--- src/common/psw_pkg.sv ---
// Notes on behaviour
// - Add or add-with-carry sets carry when a carry leaves the top bit.
// - Subtract, subtract-with-borrow and compare set carry on borrow.
// - Rotate, shift, bit, move, multiply and decimal adjust may load carry.
// - Half-carry changes only on byte ops: carry or borrow at bit 3.
// - Bits 5 and 1 are user flags that hardware never touches.
// - Bank field 4:3 picks R0-R7 at 00H, 08H, 10H or 18H.
// - Overflow is set when a signed add or subtract leaves the range.
// - Overflow is also set on a multiply past one byte or divide by zero.
// - Parity is set when the accumulator holds an odd count of ones.
// - Parity is recomputed only when the accumulator is written.
package status_pkg;

  // Register offset and reset value.
  localparam logic [7:0] STATUS_OFFSET = 8'hD0;
  localparam logic [7:0] STATUS_RESET = 8'h00;

  // Field positions.
  localparam int CARRY_POS = 7;
  localparam int HALF_POS = 6;
  localparam int USER_A_POS = 5;
  localparam int BANK_HI_POS = 4;
  localparam int BANK_LO_POS = 3;
  localparam int RANGE_POS = 2;
  localparam int USER_B_POS = 1;
  localparam int PARITY_POS = 0;

  // Bank base addresses are spaced by this many bytes.
  localparam int BANK_SIZE = 8;

  // Kinds of flag-producing operation.
  typedef enum logic [2:0] {
    OP_NONE,
    OP_ADD,
    OP_SUB,
    OP_MUL,
    OP_DIV,
    OP_CARRY_LOAD
  } alu_op_e;

  // One operation result from the execution datapath.
  typedef struct packed {
    logic valid;
    alu_op_e op;
    logic byte_op;
    logic [7:0] a;
    logic [7:0] b;
    logic carry_in;
    logic mul_hi_nz;
    logic carry_value;
  } alu_req_s;

  // Accumulator write report.
  typedef struct packed {
    logic write;
    logic [7:0] value;
  } acc_upd_s;

  // Register bus request.
  typedef struct packed {
    logic [7:0] addr;
    logic [7:0] wdata;
    logic wr;
    logic rd;
  } reg_req_s;

endpackage

--- src/rtl/flag_calc.sv ---
`timescale 1ns/1ps
// Combinational flag arithmetic for one operation.
module flag_calc (
  // Operation.
  input wire status_pkg::alu_req_s req_in,
  // Flag results.
  output logic carry_out,
  output logic half_out,
  output logic range_out,
  output logic carry_upd_out,
  output logic half_upd_out,
  output logic range_upd_out
);

  // Sum and difference with their nibble and sign behaviour.
  always_comb begin
    logic [8:0] sum;
    logic [8:0] dif;
    logic [4:0] nsum;
    logic [4:0] ndif;
    sum = {1'b0, req_in.a} + {1'b0, req_in.b} + {8'h00, req_in.carry_in};
    dif = {1'b0, req_in.a} - {1'b0, req_in.b} - {8'h00, req_in.carry_in};
    nsum = {1'b0, req_in.a[3:0]} + {1'b0, req_in.b[3:0]}
      + {4'h0, req_in.carry_in};
    ndif = {1'b0, req_in.a[3:0]} - {1'b0, req_in.b[3:0]}
      - {4'h0, req_in.carry_in};
    carry_out = 1'b0;
    half_out = 1'b0;
    range_out = 1'b0;
    carry_upd_out = 1'b0;
    half_upd_out = 1'b0;
    range_upd_out = 1'b0;
    if (req_in.valid) begin
      unique case (req_in.op)
        status_pkg::OP_ADD: begin
          carry_out = sum[8];
          carry_upd_out = 1'b1;
          half_out = nsum[4];
          half_upd_out = req_in.byte_op;
          range_out = (req_in.a[7] == req_in.b[7])
            && (sum[7] != req_in.a[7]);
          range_upd_out = 1'b1;
        end
        status_pkg::OP_SUB: begin
          carry_out = dif[8];
          carry_upd_out = 1'b1;
          half_out = ndif[4];
          half_upd_out = req_in.byte_op;
          range_out = (req_in.a[7] != req_in.b[7])
            && (dif[7] != req_in.a[7]);
          range_upd_out = 1'b1;
        end
        status_pkg::OP_MUL: begin
          range_out = req_in.mul_hi_nz;
          range_upd_out = 1'b1;
          carry_out = 1'b0;
          carry_upd_out = 1'b1;
        end
        status_pkg::OP_DIV: begin
          range_out = (req_in.b == 8'h00);
          range_upd_out = 1'b1;
          carry_out = 1'b0;
          carry_upd_out = 1'b1;
        end
        status_pkg::OP_CARRY_LOAD: begin
          carry_out = req_in.carry_value;
          carry_upd_out = 1'b1;
        end
        status_pkg::OP_NONE: begin
        end
        default: begin
        end
      endcase
    end
  end

endmodule

--- src/rtl/program_status_flags.sv ---
// The plain strobed port is this design's own decision.
`timescale 1ns/1ps
// Program status word with hardware flag updates and software access.
module program_status_flags (
  // Clock and reset.
  input wire logic sys_clk_in,
  input wire logic reset_n_in,
  // Execution datapath.
  input wire status_pkg::alu_req_s alu_in,
  input wire status_pkg::acc_upd_s acc_in,
  // Register bus.
  input wire status_pkg::reg_req_s bus_in,
  output logic [7:0] rdata_out,
  // Status view.
  output logic [7:0] program_status_word_out,
  output logic [7:0] bank_base_out
);

  // All state of the block: the status word, the read-back register
  // and the bank base that follows the select bits.
  typedef struct packed {
    logic [7:0] status;
    logic [7:0] rdata;
    logic [7:0] base;
  } state_s;

  // Registered state and its next value.
  state_s state_ff;
  state_s nxt_state;

  // Flag values from the arithmetic helper.
  logic c_val;
  logic h_val;
  logic v_val;

  // Per-flag update enables from the arithmetic helper.
  logic c_upd;
  logic h_upd;
  logic v_upd;

  // Bus strobes that hit the status word.
  logic sel_wr;
  logic sel_rd;

  // True when a bus address selects the status word.
  function automatic logic hits_status(input logic [7:0] addr);
    hits_status = (addr == status_pkg::STATUS_OFFSET);
  endfunction

  // Bank base address for a bank select value.
  function automatic logic [7:0] bank_base(input logic [1:0] sel);
    bank_base = 8'(int'(sel) * status_pkg::BANK_SIZE);
  endfunction

  // Signed overflow of an 8-bit addition with carry in.
  function automatic logic add_ovf(input logic [7:0] a,
      input logic [7:0] b, input logic c);
    logic [7:0] r;
    r = a + b + {7'h00, c};
    add_ovf = (a[7] == b[7]) && (r[7] != a[7]);
  endfunction

  // Signed overflow of an 8-bit subtraction with borrow in.
  function automatic logic sub_ovf(input logic [7:0] a,
      input logic [7:0] b, input logic c);
    logic [7:0] r;
    r = a - b - {7'h00, c};
    sub_ovf = (a[7] != b[7]) && (r[7] != a[7]);
  endfunction

  flag_calc u_calc (
    .req_in(alu_in),
    .carry_out(c_val),
    .half_out(h_val),
    .range_out(v_val),
    .carry_upd_out(c_upd),
    .half_upd_out(h_upd),
    .range_upd_out(v_upd)
  );

  // Strobes shared by the update logic and the hold and idle checks; the read and write sequences decode the address again.
  assign sel_wr = bus_in.wr && hits_status(bus_in.addr);
  assign sel_rd = bus_in.rd && hits_status(bus_in.addr);

  // Software write first, then instruction flags so they win.
  always_comb begin
    nxt_state = state_ff;
    nxt_state.rdata = 8'h00;
    // A read returns the word as it stood before this edge.
    if (sel_rd) begin
      nxt_state.rdata = state_ff.status;
    end
    // Unmapped writes fall through and change nothing.
    if (sel_wr) begin
      nxt_state.status = bus_in.wdata;
    end
    if (c_upd) begin
      nxt_state.status[status_pkg::CARRY_POS] = c_val;
    end
    if (h_upd) begin
      nxt_state.status[status_pkg::HALF_POS] = h_val;
    end
    if (v_upd) begin
      nxt_state.status[status_pkg::RANGE_POS] = v_val;
    end
    // Parity follows every accumulator write, alias writes included.
    if (acc_in.write) begin
      nxt_state.status[status_pkg::PARITY_POS] = ^acc_in.value;
    end
    // The base follows the bank bits of the next word, so both move
    // on the same edge.
    nxt_state.base = bank_base(
      nxt_state.status[status_pkg::BANK_HI_POS:status_pkg::BANK_LO_POS]);
  end

  // State register with synchronous reset.
  always_ff @(posedge sys_clk_in) begin
    if (!reset_n_in) begin
      state_ff <= '{status: status_pkg::STATUS_RESET, rdata: 8'h00,
        base: 8'h00};
    end else begin
      state_ff <= nxt_state;
    end
  end

  // Outputs come straight from the state register.
  assign rdata_out = state_ff.rdata;
  assign program_status_word_out = state_ff.status;
  assign bank_base_out = state_ff.base;
endmodule

--- config.mk ---
export PLATFORM = sky130hd
export DESIGN_NAME = program_status_flags
export DESIGN_NICKNAME = d
export VERILOG_FILES = /design/src/common/psw_pkg.sv /design/src/rtl/flag_calc.sv /design/src/rtl/program_status_flags.sv
export SDC_FILE = /design/constraint.sdc
export NUM_CORES = 1
export LEC_CHECK = 0
export CAP_MARGIN = 20
export CORE_MARGIN = 8
export CORE_UTILIZATION = 30
export DETAILED_ROUTE_END_ITERATION = 10
export DONT_BUFFER_PORTS = 1
export PLACE_DENSITY = 0.5
export SYNTH_ARGS = -nofsm -noshare
export SYNTH_HDL_FRONTEND = slang
export SYNTH_SLANG_ARGS = --single-unit
--- constraint.sdc ---
create_clock -name sys_clk_in -period 1.8 [get_ports sys_clk_in]
set_input_delay 0.09 -clock sys_clk_in [delete_from_list [all_inputs] [get_ports sys_clk_in]]
set_output_delay 0.09 -clock sys_clk_in [all_outputs]
set_load 0.02 [all_outputs]
==> flow_summary.json, run 1 <==
{
  "firstDrtPassIters": 4,
  "synth-simple-area-share_pct": 20.9,
  "synth_edf_count": 0,
  "crit_arrival_ns": 1.87,
  "fin_setup_tns_ns": 0,
  "synth_xor_xnor_area_share_pct": 6.69,
  "coreArea_um2": 4690,
  "post-route-drc-count": 0,
  "nFillCells": 497,
  "post_cts_buffers": 0,
  "gp_congestion": 0.727,
  "multi_input_area_um2": 1030,
  "netlist_top_cells_area": "dfxtp_1 22%, ha_1 18%, xnor2_1 6.7%",
  "synth_ff_type": "dfxtp_1",
  "maxCapViolCount": 0,
  "slew_violations": 0,
  "track_usage_pct": 9.67,
  "drtAntennaViolNets": 0,
  "clockBufferDepth": 2,
  "antenna_found_initial": 0,
  "syn_area_um2": 1440,
  "finalPower_mw": 1.00,
  "synthMuxAreaShare_pct": 5.91,
  "fp.dieW_um": 85.3,
  "yosys.area.top_type": "dfxtp_1",
  "min-delay-path-class": "input pin to flip-flop",
  "vias": 1141,
  "status": "finished, final reports clean",
  "yosysWarningCount": 0,
  "syn_inst": 172,
  "seq_area_frac_synth_pct": 22.2,
  "synth_seq_cells": 16,
  "clock-root-buffer": "clkbuf_8",
  "cts_buffers": 3,
  "grt-ovfl-total": 0,
  "worstSkewPairLatency_ns": 0.24,
  "area_delta_synth_final_pct": 13.9,
  "most-common-layout-cells": "20 x inv_1, 20 x ha_1, 16 x dfxtp_1",
  "crit_path_end_kind": "flip-flop",
  "synth_compound_area_share_pct": 14.5,
  "reg2reg_depth": 3,
  "drive_above_1_share_pct": 12.8,
  "routed_wl_mm": 3.62,
  "cp.required_ns": 1.99,
  "synthArstFlopShare_pct": 0,
  "setup_viol": 0,
  "synth_area_per_cell_um2": 8.37,
  "fin_skew_ns": 0.000858,
  "clk_pin_slew_ns": 0.06,
  "p_per_area_nw_per_um2": 612,
  "drt-initial-drc-count": 56,
  "whs_ns": 0.00528,
  "grt_pass1_vias": 1166,
  "cts_tree": "built",
  "numPortBuffers": 0,
  "dp_hpwl_mm": 3.13,
  "synthAdderAreaFrac_pct": 18.2,
  "route.detailed.wl_per_inst_um": 15.5,
  "htreeDepth": 1,
  "cp-start-kind": "input pin",
  "fp.dieH_um": 85.3,
  "critPathKind": "input pin to flip-flop",
  "finalCoreUtilization_pct": 35.0,
  "start_util_pct": 30.7,
  "hold_path_depth": 1,
  "grt_max_degree": 11,
  "worstPathMaxFanout": 3,
  "min_period_ns": 1.68,
  "seq_area_um2": 320,
  "ios": 77,
  "hold_viol_final": 0,
  "die_area_um2": 7270,
  "finalCritPeriodShare_pct": 93.4,
  "diodes": 0,
  "nNetsFinal": 254,
  "row_count": 25,
  "grt_pass1_wl_mm": 5.78,
  "synth.distinct_cells": 41,
  "ir_drop_uv": 202,
  "clock-sinks": 16,
  "p_leak_nw": 0.764,
  "netlist.area_leader.share_pct": 22.2,
  "fmax_ghz": 0.595,
  "via_per_inst": 4.90,
  "synth_top_family_by_area": "simple AND/OR/NAND/NOR gates"
}
[critical path, cell delays in order]
cell	delay, ns
inv_6	0.02
ha_4	0.21
a21o_1	0.18
ha_1	0.28
and2_4	0.16
o21ai_4	0.15
a31oi_4	0.11
or3_1	0.37
a21boi_1	0.15
o311a_1	0.16
[area by class of cell]
cell class	instances	share of cell area [%]
Clock buffer	4	3.36
Inverter	22	5.49
Multi-Input combinational cell	128	63.1
Sequential cell	16	19.5
Tap cell	54	4.12
Timing Repair Buffer	9	4.42
[where the power goes]
| part | leakage (nW) | internal [mW] | switching [mW] | total [mW] |
|---|---|---|---|---|
| clock network | 0.0288 | 0.194 | 0.120 | 0.313 |
| registers | 0.129 | 0.362 | 0.0158 | 0.377 |
| logic | 0.606 | 0.161 | 0.153 | 0.314 |
[synth_stat cells (2+ instances only)]
| cell | n |
|---|---|
| ha_1 | 21 |
| buf_4 | 8 |
| a21o_1 | 2 |
| xnor2_1 | 11 |
| nand4b_1 | 2 |
| a31oi_1 | 2 |
| mux2i_1 | 7 |
| dfxtp_1 | 16 |
| nor2_1 | 6 |
| a21boi_0 | 2 |
| o21ai_0 | 4 |
| nand3_1 | 4 |
| or3_1 | 2 |
| and3_1 | 2 |
| nor3_1 | 6 |
| inv_1 | 22 |
| nand2_1 | 9 |
| a211o_1 | 2 |
| nand2b_1 | 4 |
| nor2b_1 | 5 |
| a21oi_1 | 7 |
| and2_1 | 8 |
| nor4_1 | 2 |
[final timing paths]
check	start	end	slack, ns
max	alu_in[3]	program_status_word_out[7]	0.12
min	acc_in[8]	program_status_word_out[0]	0.005
max reg2reg	program_status_word_out[7]	program_status_word_out[7]	0.76
min reg2reg	program_status_word_out[5]	rdata_out[5]	0.59
[state kept, by name, summed over array words and instances, names as in the netlist]
signal / cells
program_status_word_out: 8
rdata_out: 8
[per-layer routing]
| metal | part of all wire, % | wire length (µm) | GRT usage (%) | vias to the layer above |
|---|---|---|---|---|
| li1 | - | - | - | 590 |
| met1 | 42 | 1510 | 11.4 | 501 |
| met2 | 46 | 1660 | 15.9 | 48 |
| met3 | 12 | 445 | 4.25 | 2 |
| met4 | 0.11 | 4 | 1.59 | 0 |
| met5 | 0 | 0 | 0 | - |
[cell families after synthesis]
| kind of cell | Yosys count |
|---|---|
| compound gates | 28 |
| flops | 16 |
| xor+xnor | 11 |
| fa+ha+maj | 21 |
| mux | 8 |
| simple gates | 54 |
| other cells | 1 |
| buf+inv | 33 |
[timing repair]
action,4_1_cts,5_1_grt
hold endpoints to repair,9,0
setup endpoints to repair,0,2
gates resized for setup,0,14
hold buffers,2,0
[through the flow]
step                      cells  area [µm²]  setup WS (ns)
final                       233        1640          0.119
after global placement      227        1500         -0.118
after detailed placement    227        1500         -0.154
after global routing        233        1640       -0.00662
after floorplan             177        1460        -0.0437
after CTS                   233        1570         0.0982
(Power assumes the default switching activity.)
==> run 2: changes to the inputs <==
==> constraint.sdc (replaced) <==
create_clock -name sys_clk_in -period 1.8 [get_ports sys_clk_in]
set_input_delay 0 -clock sys_clk_in [delete_from_list [all_inputs] [get_ports sys_clk_in]]
set_output_delay 0 -clock sys_clk_in [all_outputs]
set_load 0.02 [all_outputs]
==> run 2 against run 1 <==
Compared with the run above: die area stayed put; global-route usage is 0.24 points higher; setup slack better by 0.012 ns; clock-buffer cell count stayed put; clock power hardly changed; sequential share of layout area is 0.10 points higher; clock skew is 0.0018 ns higher; sequential power hardly changed; register-to-register slack worse by 0.47 ns; total power is 3.9% lower; via count is 1.1% higher; critical path type unchanged; critical endpoint unchanged; highest routed layer unchanged.
==> flow_summary.json, run 2 (synthesized netlist as in run 1, its figures left out) <==
{
  "nFillCells": 492,
  "clock-root-buffer": "clkbuf_8",
  "clk_pin_slew_ns": 0.07,
  "track_usage_pct": 9.91,
  "hold_path_depth": 3,
  "cts_tree": "built",
  "seq_area_um2": 320,
  "sw_frac_of_total_pct": 28.1,
  "multi_input_area_um2": 976,
  "firstDrtPassIters": 4,
  "worstSkewPairLatency_ns": 0.24,
  "numPortBuffers": 0,
  "finalPower_uw": 965,
  "rsz0062_at_grt": "false",
  "drt-initial-drc-count": 31,
  "pwr-share-clk_pct": 32.7,
  "max_stage_delay_ns": 0.32,
  "routed_wl_mm": 3.70,
  "coreArea_um2": 4690,
  "area_delta_synth_final_pct": 13.3,
  "min-delay-path-class": "input pin to flip-flop",
  "ios": 77,
  "dp_slack_ns": -0.123,
  "p_leak_nw": 0.779,
  "post-route-drc-count": 0,
  "finalWorstSetupSlack_ns": 0.131,
  "pwr-share-seq_pct": 39.1,
  "via_per_inst": 4.84,
  "crit_arrival_ns": 1.86,
  "drtAntennaViolNets": 0,
  "rr_startpoint": "program_status_word_out[7]",
  "switchingPower_uw": 271,
  "path_common_cell": "ha_1",
  "diodes": 0,
  "route.detailed.wl_per_inst_um": 15.6,
  "critPathSlowestCell": "or3_1",
  "gp_congestion": 0.735,
  "antenna_found_initial": 0,
  "drive_above_1_share_pct": 6.52,
  "cp_cell_sequence": "inv_1, ha_1, a21o_1, ha_1, and2_1, o21ai_1, a31oi_1, or3_1, a21boi_0, o311a_1",
  "status": "finished, final reports clean",
  "die_area_um2": 7270,
  "clockBufferDepth": 2,
  "fp.dieH_um": 85.3,
  "dp_hpwl_mm": 3.09,
  "min_period_ns": 1.67,
  "nNetsFinal": 259,
  "worstPathMaxFanout": 3,
  "whs_endpoint": "program_status_word_out[2]",
  "grt_pass1_vias": 1131,
  "cts_hold_buf": 10,
  "start_util_pct": 30.7,
  "power.internal_uw": 694,
  "vias": 1153,
  "cts_buffers": 3,
  "fmax_ghz": 0.599,
  "row_count": 25,
  "grt-ovfl-total": 0,
  "p_per_area_nw_per_um2": 592,
  "r2r-end": "rdata_out[7]",
  "crit_path_end_kind": "flip-flop",
  "cp.required_ns": 1.99,
  "cp-start-kind": "input pin",
  "maxCapViolCount": 0,
  "post_cts_buffers": 0,
  "grt_max_degree": 11,
  "reg2reg_slack_ns": 0.29,
  "power.share.combinational_pct": 28.2,
  "fp.dieW_um": 85.3,
  "setup_viol": 0,
  "grt_pass1_wl_mm": 5.88,
  "htreeDepth": 1,
  "most-common-layout-cells": "22 x inv_1, 21 x ha_1, 16 x dfxtp_1",
  "critPathKind": "input pin to flip-flop",
  "min_from": "alu_in[23]",
  "clock-sinks": 16,
  "hold_viol_final": 0,
  "fin_skew_ns": 0.00270,
  "finalCoreUtilization_pct": 34.8,
  "final_common_cell": "inv_1",
  "slew_violations": 0,
  "reg2reg_depth": 3,
  "ir_drop_uv": 176,
  "finalCritPeriodShare_pct": 92.7,
  "cts_resized": 0
}
run 2: critical path: cells and delay by family:
| family | cells | cell delay (ns) |
|---|---|---|
| AO/OA/AOI/OAI | 5 | 0.84 |
| adder cells (fa/ha/maj) | 2 | 0.54 |
| AND/OR/NAND/NOR | 2 | 0.46 |
| buffers and inverters | 1 | 0.02 |
run 2: cell type report:
type,instances,area share [%]
Inverter,22,5.06
Sequential cell,16,19.6
Timing Repair Buffer,14,7.98
Tap cell,54,4.14
Multi-Input combinational cell,128,59.8
Clock buffer,4,3.37
run 2: power by group through the flow:
stage | clock, mW | combinational [mW] | sequential, mW
2_1_floorplan | 0 | 0.226 | 0.383
3_3_place_gp | 0 | 0.252 | 0.385
3_5_place_dp | 0 | 0.251 | 0.386
4_1_cts | 0.323 | 0.274 | 0.378
5_1_grt | 0.347 | 0.310 | 0.378
6_report | 0.315 | 0.272 | 0.377
run 2: worst max-delay path by stage:
stage                          from                    endpoint  slack, ns  cells past startpoint
after floorplan           alu_in[2]  program_status_word_out[7]       0.01                     10
after global placement    alu_in[2]  program_status_word_out[7]      -0.11                     10
after detailed placement  alu_in[2]  program_status_word_out[7]      -0.12                     10
after CTS                 alu_in[2]  program_status_word_out[7]       0.13                     10
after global routing      alu_in[2]  program_status_word_out[7]       0.03                     10
final                     alu_in[2]  program_status_word_out[7]       0.13                     10
run 2: routing by layer:
layer / wire length [µm] / GRT usage (%) / vias to the layer above
met5: 0 / 0 / -
met1: 1720 / 12.6 / 500
met2: 1560 / 15.3 / 50
met3: 409 / 3.96 / 2
li1: - / - / 601
met4: 6 / 1.91 / 0
run 2: stage by stage:
stage	TNS (ns)	std cells	hold WS (ns)	cell area, µm²
2_1_floorplan	0	177	0.144	1460
3_3_place_gp	-0.107	224	0.119	1480
3_5_place_dp	-0.123	224	0.124	1480
6_report	0	238	0.0165	1630
4_1_cts	0	238	0.0131	1630
5_1_grt	0	238	0.0261	1630
